--- src/hdl/pif_cfg.svh ---
`ifndef PIF_CFG_SVH
`define PIF_CFG_SVH
// Register byte offsets
`define PIF_OFS_HDR     8'h00
`define PIF_OFS_VAL     8'h04
`define PIF_OFS_SUM     8'h08
`define PIF_OFS_REPLY   8'h0c
`define PIF_OFS_ERR     8'h10
`define PIF_OFS_INTCTL  8'h14
`define PIF_OFS_ISTAT   8'h18
`define PIF_OFS_IMASK   8'h1c
// Opcodes and type codes
`define PIF_OP_CLEAR    8'h24
`define PIF_OP_ENABLE   8'h19
`define PIF_OP_DISABLE  8'h1a
`define PIF_OP_VECTOR   8'h25
`define PIF_OP_RETURN   8'h26
`define PIF_TYPE_ALL    8'h00
`define PIF_TYPE_LAST   8'h05
`define PIF_TYPE_GLOBAL 8'hff
// Reply status codes
`define PIF_ST_OK       8'h64
`define PIF_ST_BADSUM   8'h01
`define PIF_ST_BADCMD   8'h02
// Interrupt status bit positions
`define PIF_IRQ_DONE    0
`define PIF_IRQ_BADSUM  1
`define PIF_IRQ_ENTER   2
// Reset values
`define PIF_RST_ENMASK  8'h00
`define PIF_RST_IMASK   3'h0
`define PIF_RST_ERR     5'h00
`endif

--- src/hdl/pif_pkg.sv ---
package pif_pkg;
  localparam int NumInt = 8;

  typedef struct packed {
    logic [7:0]  target;
    logic [7:0]  instr;
    logic [7:0]  ctype;
    logic [7:0]  bank;
    logic [31:0] value;
    logic [7:0]  sum;
  } pif_frame_t;

  typedef struct packed {
    logic [31:0] acc;
    logic [31:0] xreg;
    logic [7:0]  flags;
    logic [31:0] pc;
  } pif_engine_t;

  typedef struct packed {
    logic        shutdownFlag;
    logic        positionErrorFlag;
    logic        deviationFlag;
    logic        externalAlarmFlag;
    logic        timeoutFlag;
  } pif_errflags_t;
endpackage : pif_pkg

--- src/hdl/pif_top.sv ---
`include "pif_cfg.svh"

// Operation
// - Opcode 36 clears error flags by type
// - Type 0 all; 1-5 one flag each
// - Bank byte and value ignored there
// - Opcode 25 enables one interrupt
// - Enable with 255 turns global on
// - Opcode 26 disables one interrupt
// - Disable with 255 turns global off
// - Opcode 37 stores handler entry address
// - Redefining a vector overwrites it
// - Opcode 38 ends handler, resumes program
// - Return restores acc, X, flags, PC
// - Frame is nine bytes, fixed order
module pif_top (
  input  wire logic                mclk,
  input  wire logic                sys_rst,
  input  wire logic                psel,
  input  wire logic                penable,
  input  wire logic                pwrite,
  input  wire logic [7:0]          paddr,
  input  wire logic [31:0]         pwdata,
  output logic                     pready,
  output logic [31:0]              prdata,
  output logic                     pslverr,
  input  wire logic                progCmdValid,
  input  wire pif_pkg::pif_frame_t progCmd,
  output logic                     progCmdAck,
  input  wire pif_pkg::pif_engine_t engState,
  input  wire logic [7:0]          intSrc,
  input  wire logic [4:0]          errSet,
  output pif_pkg::pif_errflags_t   errFlags,
  output logic                     engLoad,
  output pif_pkg::pif_engine_t     engLoadState,
  output logic                     inHandler,
  output logic                     irq
);
  import pif_pkg::*;

  logic        pready_q;
  logic [31:0] prdata_q;
  logic        pslverr_q;
  logic [31:0] hdr_q;
  logic [31:0] val_q;
  logic [7:0]  replyStatus_q;
  logic [7:0]  replyOp_q;
  logic [4:0]  err_q;
  logic [7:0]  enMask_q;
  logic        globalEn_q;
  logic [7:0]  pending_q;
  logic [31:0] vector_q [NumInt];
  pif_engine_t saved_q;
  logic        inHandler_q;
  logic        engLoad_q;
  pif_engine_t engLoadState_q;
  logic        progAck_q;
  logic [2:0]  istat_q;
  logic [2:0]  imask_q;
  logic        irq_q;

  logic        access;
  logic        doWr;
  logic        mapped;
  logic        hostGo;
  logic        progGo;
  logic        exec;
  pif_frame_t  frame;
  logic        sumOk;
  logic        knownOp;
  logic        isClear;
  logic        isEnable;
  logic        isDisable;
  logic        isVector;
  logic        isReturn;
  logic        typeInt;
  logic [2:0]  intIdx;
  logic [7:0]  takeVec;
  logic        take;
  logic [2:0]  takeIdx;
  logic [4:0]  errClr;

  function automatic logic [7:0] frame_sum(input pif_frame_t f);
    logic [7:0] s;
    s = f.target + f.instr + f.ctype + f.bank;
    s = s + f.value[31:24] + f.value[23:16] + f.value[15:8] + f.value[7:0];
    return s;
  endfunction : frame_sum

  // APB slave: one wait state, answer in second access cycle
  assign access = psel && penable && !pready_q;
  assign doWr   = psel && penable && pready_q && pwrite;
  always_comb begin
    unique case (paddr)
      `PIF_OFS_HDR, `PIF_OFS_VAL, `PIF_OFS_SUM, `PIF_OFS_REPLY,
      `PIF_OFS_ERR, `PIF_OFS_INTCTL, `PIF_OFS_ISTAT, `PIF_OFS_IMASK: mapped = 1'b1;
      default: mapped = 1'b0;
    endcase
  end

  always_ff @(posedge mclk or posedge sys_rst) begin
    if (sys_rst) begin
      pready_q  <= 1'b0;
      pslverr_q <= 1'b0;
      prdata_q  <= 32'h0;
    end else begin
      pready_q  <= access;
      pslverr_q <= access && !mapped;
      prdata_q  <= 32'h0;
      if (access && !pwrite) begin
        unique case (paddr)
          `PIF_OFS_HDR:    prdata_q <= hdr_q;
          `PIF_OFS_VAL:    prdata_q <= val_q;
          `PIF_OFS_REPLY:  prdata_q <= {16'h0, replyOp_q, replyStatus_q};
          `PIF_OFS_ERR:    prdata_q <= {27'h0, err_q};
          `PIF_OFS_INTCTL: prdata_q <= {15'h0, inHandler_q, 7'h0, globalEn_q, enMask_q};
          `PIF_OFS_ISTAT:  prdata_q <= {29'h0, istat_q};
          `PIF_OFS_IMASK:  prdata_q <= {29'h0, imask_q};
          default:         prdata_q <= 32'h0;
        endcase
      end
    end
  end

  always_ff @(posedge mclk or posedge sys_rst) begin
    if (sys_rst) begin
      hdr_q <= 32'h0;
      val_q <= 32'h0;
    end else if (doWr && paddr == `PIF_OFS_HDR) begin
      hdr_q <= pwdata;
    end else if (doWr && paddr == `PIF_OFS_VAL) begin
      val_q <= pwdata;
    end
  end

  // Host frame completes on the checksum write; it beats a program command
  assign hostGo = doWr && paddr == `PIF_OFS_SUM;
  assign progGo = progCmdValid && !progAck_q && !hostGo;
  assign exec   = hostGo || progGo;
  always_comb begin
    frame = progCmd;
    if (hostGo) begin
      frame = {hdr_q, val_q, pwdata[7:0]};
    end
  end

  assign sumOk     = frame_sum(frame) == frame.sum;
  assign isClear   = frame.instr == `PIF_OP_CLEAR;
  assign isEnable  = frame.instr == `PIF_OP_ENABLE;
  assign isDisable = frame.instr == `PIF_OP_DISABLE;
  assign isVector  = frame.instr == `PIF_OP_VECTOR;
  assign isReturn  = frame.instr == `PIF_OP_RETURN;
  assign knownOp   = isClear || isEnable || isDisable || isVector || isReturn;
  assign typeInt   = frame.ctype < 8'(NumInt);
  assign intIdx    = frame.ctype[2:0];

  always_ff @(posedge mclk or posedge sys_rst) begin
    if (sys_rst) begin
      progAck_q <= 1'b0;
    end else begin
      progAck_q <= progGo;
    end
  end

  always_ff @(posedge mclk or posedge sys_rst) begin
    if (sys_rst) begin
      replyStatus_q <= 8'h0;
      replyOp_q     <= 8'h0;
    end else if (hostGo) begin
      replyOp_q <= frame.instr;
      if (!sumOk) begin
        replyStatus_q <= `PIF_ST_BADSUM;
      end else if (knownOp) begin
        replyStatus_q <= `PIF_ST_OK;
      end else begin
        replyStatus_q <= `PIF_ST_BADCMD;
      end
    end
  end

  // Bank byte and value never reach the clear decode
  always_comb begin
    errClr = 5'h0;
    if (exec && sumOk && isClear) begin
      if (frame.ctype == `PIF_TYPE_ALL) begin
        errClr = 5'h1f;
      end else if (frame.ctype <= `PIF_TYPE_LAST) begin
        errClr = 5'h1 << (frame.ctype[2:0] - 3'h1);
      end
    end
  end

  // A new error in the clearing cycle survives
  always_ff @(posedge mclk or posedge sys_rst) begin
    if (sys_rst) begin
      err_q <= `PIF_RST_ERR;
    end else begin
      err_q <= (err_q & ~errClr) | errSet;
    end
  end

  always_ff @(posedge mclk or posedge sys_rst) begin
    if (sys_rst) begin
      enMask_q   <= `PIF_RST_ENMASK;
      globalEn_q <= 1'b0;
    end else if (exec && sumOk && isEnable) begin
      if (frame.ctype == `PIF_TYPE_GLOBAL) begin
        globalEn_q <= 1'b1;
      end else if (typeInt) begin
        enMask_q[intIdx] <= 1'b1;
      end
    end else if (exec && sumOk && isDisable) begin
      if (frame.ctype == `PIF_TYPE_GLOBAL) begin
        globalEn_q <= 1'b0;
      end else if (typeInt) begin
        enMask_q[intIdx] <= 1'b0;
      end
    end
  end

  always_ff @(posedge mclk or posedge sys_rst) begin
    if (sys_rst) begin
      for (int i = 0; i < NumInt; i++) begin
        vector_q[i] <= 32'h0;
      end
    end else if (exec && sumOk && isVector && typeInt) begin
      vector_q[intIdx] <= frame.value;
    end
  end

  // Interrupt entry waits for a quiet cycle; lowest number wins
  assign takeVec = pending_q & enMask_q;
  assign take    = globalEn_q && !inHandler_q && |takeVec && !exec;
  always_comb begin
    takeIdx = 3'h0;
    for (int i = NumInt - 1; i >= 0; i--) begin
      if (takeVec[i]) begin
        takeIdx = 3'(i);
      end
    end
  end

  always_ff @(posedge mclk or posedge sys_rst) begin
    if (sys_rst) begin
      pending_q <= 8'h0;
    end else begin
      pending_q <= (pending_q & ~(take ? 8'h1 << takeIdx : 8'h0)) | intSrc;
    end
  end

  always_ff @(posedge mclk or posedge sys_rst) begin
    if (sys_rst) begin
      saved_q        <= '0;
      inHandler_q    <= 1'b0;
      engLoad_q      <= 1'b0;
      engLoadState_q <= '0;
    end else begin
      engLoad_q <= 1'b0;
      if (take) begin
        saved_q           <= engState;
        inHandler_q       <= 1'b1;
        engLoad_q         <= 1'b1;
        engLoadState_q    <= engState;
        engLoadState_q.pc <= vector_q[takeIdx];
      end else if (exec && sumOk && isReturn && inHandler_q) begin
        inHandler_q    <= 1'b0;
        engLoad_q      <= 1'b1;
        engLoadState_q <= saved_q;
      end
    end
  end

  // Interrupt status: set beats write-one-clear
  always_ff @(posedge mclk or posedge sys_rst) begin
    if (sys_rst) begin
      istat_q <= 3'h0;
      imask_q <= `PIF_RST_IMASK;
      irq_q   <= 1'b0;
    end else begin
      istat_q <= (istat_q & ~((doWr && paddr == `PIF_OFS_ISTAT) ? pwdata[2:0] : 3'h0))
                 | {take, hostGo && !sumOk, hostGo};
      if (doWr && paddr == `PIF_OFS_IMASK) begin
        imask_q <= pwdata[2:0];
      end
      irq_q <= |(istat_q & imask_q);
    end
  end

  assign pready       = pready_q;
  assign prdata       = prdata_q;
  assign pslverr      = pslverr_q;
  assign progCmdAck   = progAck_q;
  assign errFlags     = err_q;
  assign engLoad      = engLoad_q;
  assign engLoadState = engLoadState_q;
  assign inHandler    = inHandler_q;
  assign irq          = irq_q;

  a_clear_all: assert property (@(posedge mclk) disable iff (sys_rst)
    exec && sumOk && isClear && frame.ctype == 8'h00 && errSet == 5'h0 |=> err_q == 5'h0)
    else $error("clear-all left a flag set");
  a_clear_one: assert property (@(posedge mclk) disable iff (sys_rst)
    exec && sumOk && isClear && frame.ctype == 8'h01 && !errSet[0]
      |=> !err_q[0] && err_q[4:1] == $past(err_q[4:1] | errSet[4:1]))
    else $error("single clear touched the wrong flag");
  a_enable_global: assert property (@(posedge mclk) disable iff (sys_rst)
    exec && sumOk && isEnable && frame.ctype == 8'hff |=> globalEn_q && $stable(enMask_q))
    else $error("global enable failed");
  a_disable_global: assert property (@(posedge mclk) disable iff (sys_rst)
    exec && sumOk && isDisable && frame.ctype == 8'hff |=> !globalEn_q)
    else $error("global disable failed");
  a_enable_one: assert property (@(posedge mclk) disable iff (sys_rst)
    exec && sumOk && isEnable && frame.ctype == 8'h03 |=> enMask_q[3])
    else $error("single enable failed");
  a_disable_one: assert property (@(posedge mclk) disable iff (sys_rst)
    exec && sumOk && isDisable && frame.ctype == 8'h03 |=> !enMask_q[3])
    else $error("single disable failed");
  a_vector_store: assert property (@(posedge mclk) disable iff (sys_rst)
    exec && sumOk && isVector && frame.ctype == 8'h03
      |=> vector_q[3] == $past(frame.value))
    else $error("vector not stored");
  a_entry_jump: assert property (@(posedge mclk) disable iff (sys_rst)
    take |=> engLoad_q && inHandler_q && engLoadState_q.acc == $past(engState.acc))
    else $error("interrupt entry did not jump");
  a_return_restore: assert property (@(posedge mclk) disable iff (sys_rst)
    exec && sumOk && isReturn && inHandler_q && !take
      |=> engLoad_q && !inHandler_q && engLoadState_q == $past(saved_q))
    else $error("return did not restore state");
  a_reply_ok: assert property (@(posedge mclk) disable iff (sys_rst)
    hostGo && sumOk && knownOp |=> replyStatus_q == 8'h64)
    else $error("reply not OK");
  a_bad_sum: assert property (@(posedge mclk) disable iff (sys_rst)
    exec && !sumOk
      |=> $stable(enMask_q) && $stable(globalEn_q) && (istat_q[1] || !$past(hostGo)))
    else $error("bad checksum acted");
endmodule : pif_top

--- config.mk ---
export PLATFORM = sky130hd
export DESIGN_NAME = pif_top
export DESIGN_NICKNAME = d
export VERILOG_FILES = /design/src/hdl/pif_pkg.sv /design/src/hdl/pif_top.sv
export VERILOG_INCLUDE_DIRS = /design/src /design/src/hdl
export SDC_FILE = /design/constraint.sdc
export NUM_CORES = 1
export LEC_CHECK = 0
export BUFFER_PORTS_ARGS = -buffer_cell sky130_fd_sc_hd__buf_2
export CAP_MARGIN = 0
export CORE_UTILIZATION = 45
export DETAILED_ROUTE_END_ITERATION = 8
export SLEW_MARGIN = 20
export SYNTH_ARGS = -nofsm -noshare
export SYNTH_HDL_FRONTEND = slang
export SYNTH_SLANG_ARGS = --single-unit
--- constraint.sdc ---
create_clock -name mclk -period 29.6 [get_ports mclk]
set_clock_uncertainty 0.1 [all_clocks]
set_input_delay 7.4 -clock mclk [delete_from_list [all_inputs] [get_ports mclk]]
set_output_delay 7.4 -clock mclk [all_outputs]
set_load 0.1 [all_outputs]
==> impl_metrics.toml <==
[run_status]
status = "finished, final reports clean"

[grt]
antenna_found_initial = 8
grt_start_max_net_pins = 180
grt_pass1_vias = 21190
gr-total-overflow = 0
grt_first_pass_wirelength_um = 126400
track_usage_pct = 25.42

[critical_path]
worst-path-max-fanout = 57
rr_worst_depth = 23
critPathArrivalTime_ns = 15.85
critical_path.endpoint_type = "flip-flop"
startpoint_type = "input pin"
cp.required_ns = 29.98
crit_type = "in -> reg"
r2r_slack_ns = 20.94

[sta]
rsz0062_at_grt = "no"
finalCritPeriodShare_pct = 52.29
slew_headroom_pct = 25.52
hold_viol = 0
post-route-min-period_ns = 15.48
worst_pin_slew_ns = 1.113
slew_violations = 0
tns_ns = 0
setup_viol = 0
final.setup.worst_slack_ns = 14.12
max_clock_freq_mhz = 64.61

[synthesis]
synth.top_cells.by_count = "605 x dfrtp_1, 521 x nand2_1, 197 x mux2_2"
synth_most_common_cell = "dfrtp_1"
synth_top_cells_by_area = "dfrtp_1 53%, mux2_2 7.7%, nand2_1 6.8%, mux2_1 6.8%, mux2_4 3.6%"
synth_seq_cells = 605
synth-seq-area-share_pct = 52.88
synth-async-reset-ratio_pct = 100.0
synth_top_area_share_pct = 52.88
syn_nets = 2719
synth_area_leader_cell = "dfrtp_1"
ys_warn_count = 0
yosysUniqueCellTypes = 63
synthFlopType = "dfrtp_1"
syn_area_mm2 = 0.02863
netlist_instances = 2437
synth_area_per_cell_um2 = 11.75
synth_edf_count = 0

[cts]
htree_levels = 3
cts_tree = "yes"
post_cts_buffers = 0
cts_sinks = 605
clockBufferDepth = 3
cts_resized = 0
clkLatencyLatePin_ns = 0.60
hold_buffers = 0
cts-buffers-inserted = 70
cts-root-buf = "clkbuf_16"
clk_pin_slew_ns = 0.06

[floorplanning]
core_area_mm2 = 0.06297
row_count = 92
start_util_pct = 45.47
top_level_ports = 382
die_h_um = 254.2
die_x_um = 254.2
dieArea_mm2 = 0.06463

[job]
cap_violations = 0

[final_layout]
syn_to_final_growth_pct = 17.48
drive_gt1_share_pct = 29.03
nNetsFinal = 3040
fillers = 5606

[detailed_routing]
dr.pass1.iters = 6
drt-initial-drc-count = 1480
viasPerCell = 5.533
vias = 20270
wl_per_cell_um = 22.13
antenna_left = 0
drc = 0
finalWirelength_um = 81070

[pwr]
p_leak_nw = 17.98
power_density_mw_per_mm2 = 58.01
peakVddDrop_mv = 0.03631

[placed_design]
place_hpwl_um = 53410
place_congestion = 0.8875
portBuffers = 381
pre_cts_ws_ns = 13.42

[hold_path]
hp-class = "reg -> reg"
hold_depth = 2
==> power breakdown <==
group	switching [W]	internal (W)	leakage [nW]
logic	0.000118	0.0000908	8.37
clock network	0.000346	0.000568	1.22
registers	0.000000509	0.000828	8.39
total	0.000464	0.00149	18.0
==> metrics by stage <==
step | instances | instance area [um2] | power, W | hold WS, ns | utilization, %
after global routing | 3661 | 33630 | 0.002032 | 0.3806 | 53.41
after CTS | 3660 | 33600 | 0.001974 | 0.3683 | 53.37
final | 3663 | 33630 | 0.001951 | 0.3632 | 53.41
after floorplan | 2437 | 28630 | 0.0009876 | 0.3344 | -
after global placement | 3532 | 31130 | 0.001043 | 0.3468 | 49.45
after detailed placement | 3532 | 31130 | 0.001048 | 0.3555 | 49.45
==> sequential cells by signal (all words and copies together), names as in the netlist, named ones only <==
signal and flops:
val_q 32, irq 1, globalEn_q 1, prdata 32
inHandler 1, pready 1, hdr_q 32, pending_q 8
pslverr 1, saved_q 104, engLoadState 104, progCmdAck 1
replyStatus_q 3, istat_q 3, imask_q 3, engLoad 1
replyOp_q 8, errFlags 5, vector_q 256
==> final timing paths <==
| kind | start | to |
|---|---|---|
| worst min register to register | saved_q[27] | saved_q[27] |
| worst max-delay path | paddr[3] | engLoadState[100] |
| min in group asynchronous | sys_rst | engLoadState[98] |
| worst max register to register | pready | engLoadState[100] |
| max in group asynchronous | sys_rst | saved_q[21] |
| worst min-delay path | saved_q[27] | saved_q[27] |
==> layout make-up <==
class | instances | area (um2) | share of cell area, %
Antenna cell | 3 | 7.507 | 0.02232
Clock buffer | 104 | 2126 | 6.321
Clock inverter | 24 | 342.8 | 1.019
Inverter | 65 | 251.5 | 0.7478
Multi-Input combinational cell | 1604 | 12550 | 37.31
Sequential cell | 605 | 15140 | 45.01
Tap cell | 846 | 1059 | 3.147
Timing Repair Buffer | 412 | 2160 | 6.421
==> critical path, cell delays in order <==
cell	delay [ns]
buf_2	0.16
nor2b_1	0.52
nand4_4	0.65
buf_4	0.57
mux2i_1	0.19
buf_4	0.21
fa_1	0.53
fa_1	0.58
fa_1	0.44
fa_1	0.45
inv_1	0.07
ha_1	0.16
inv_1	0.06
fa_1	0.46
inv_1	0.08
a21o_1	0.11
a21oi_1	0.09
xnor3_1	0.34
nand4_1	0.20
nor4_2	0.09
buf_4	0.35
nor2_4	0.64
buf_4	0.91
mux2_1	0.38
==> per-layer routing <==
layer  part of all wire (%)  vias to the layer above  GRT usage (%)
met2                     48                      597          42.08
met3                    5.2                      154          3.991
li1                       -                     9121              -
met1                     43                    10390          33.77
met4                    3.2                       10          9.191
met5                  0.085                        -              0
==> layout by cell type (no fill, tap or decap), types with 4 or more instances in the layout <==
cell type	synthesis	final
dfrtp_1	605	605
nand2_1	521	519
buf_2	34	381
mux2_2	197	197
mux2_1	172	172
and3_1	104	103
a211oi_1	96	96
mux2i_1	84	84
clkbuf_16	0	75
mux2_4	69	69
inv_1	65	64
nor2_1	53	51
o21ai_0	40	40
fa_1	39	39
o32a_1	32	32
buf_4	5	28
a22oi_1	24	24
xnor2_1	21	21
clkbuf_1	92	15
a21oi_1	14	14
a222oi_1	14	14
clkbuf_8	0	14
clkinv_2	0	14
nand3_1	12	11
nand4_1	11	11
nor3_1	11	11
nand2b_1	8	8
xor2_1	8	8
a21o_1	8	8
ha_1	8	8
bufinv_16	0	8
a31oi_1	4	4
o41ai_1	5	4
==> cell families after synthesis <==
kind of cell | synth area share (%)
compound gates | 6.604
flops | 52.88
buf+inv | 3.571
mux | 21.07
xor+xnor | 1.045
fa+ha+maj | 3.077
simple gates | 11.75
Power figures use the tool's default switching activity.
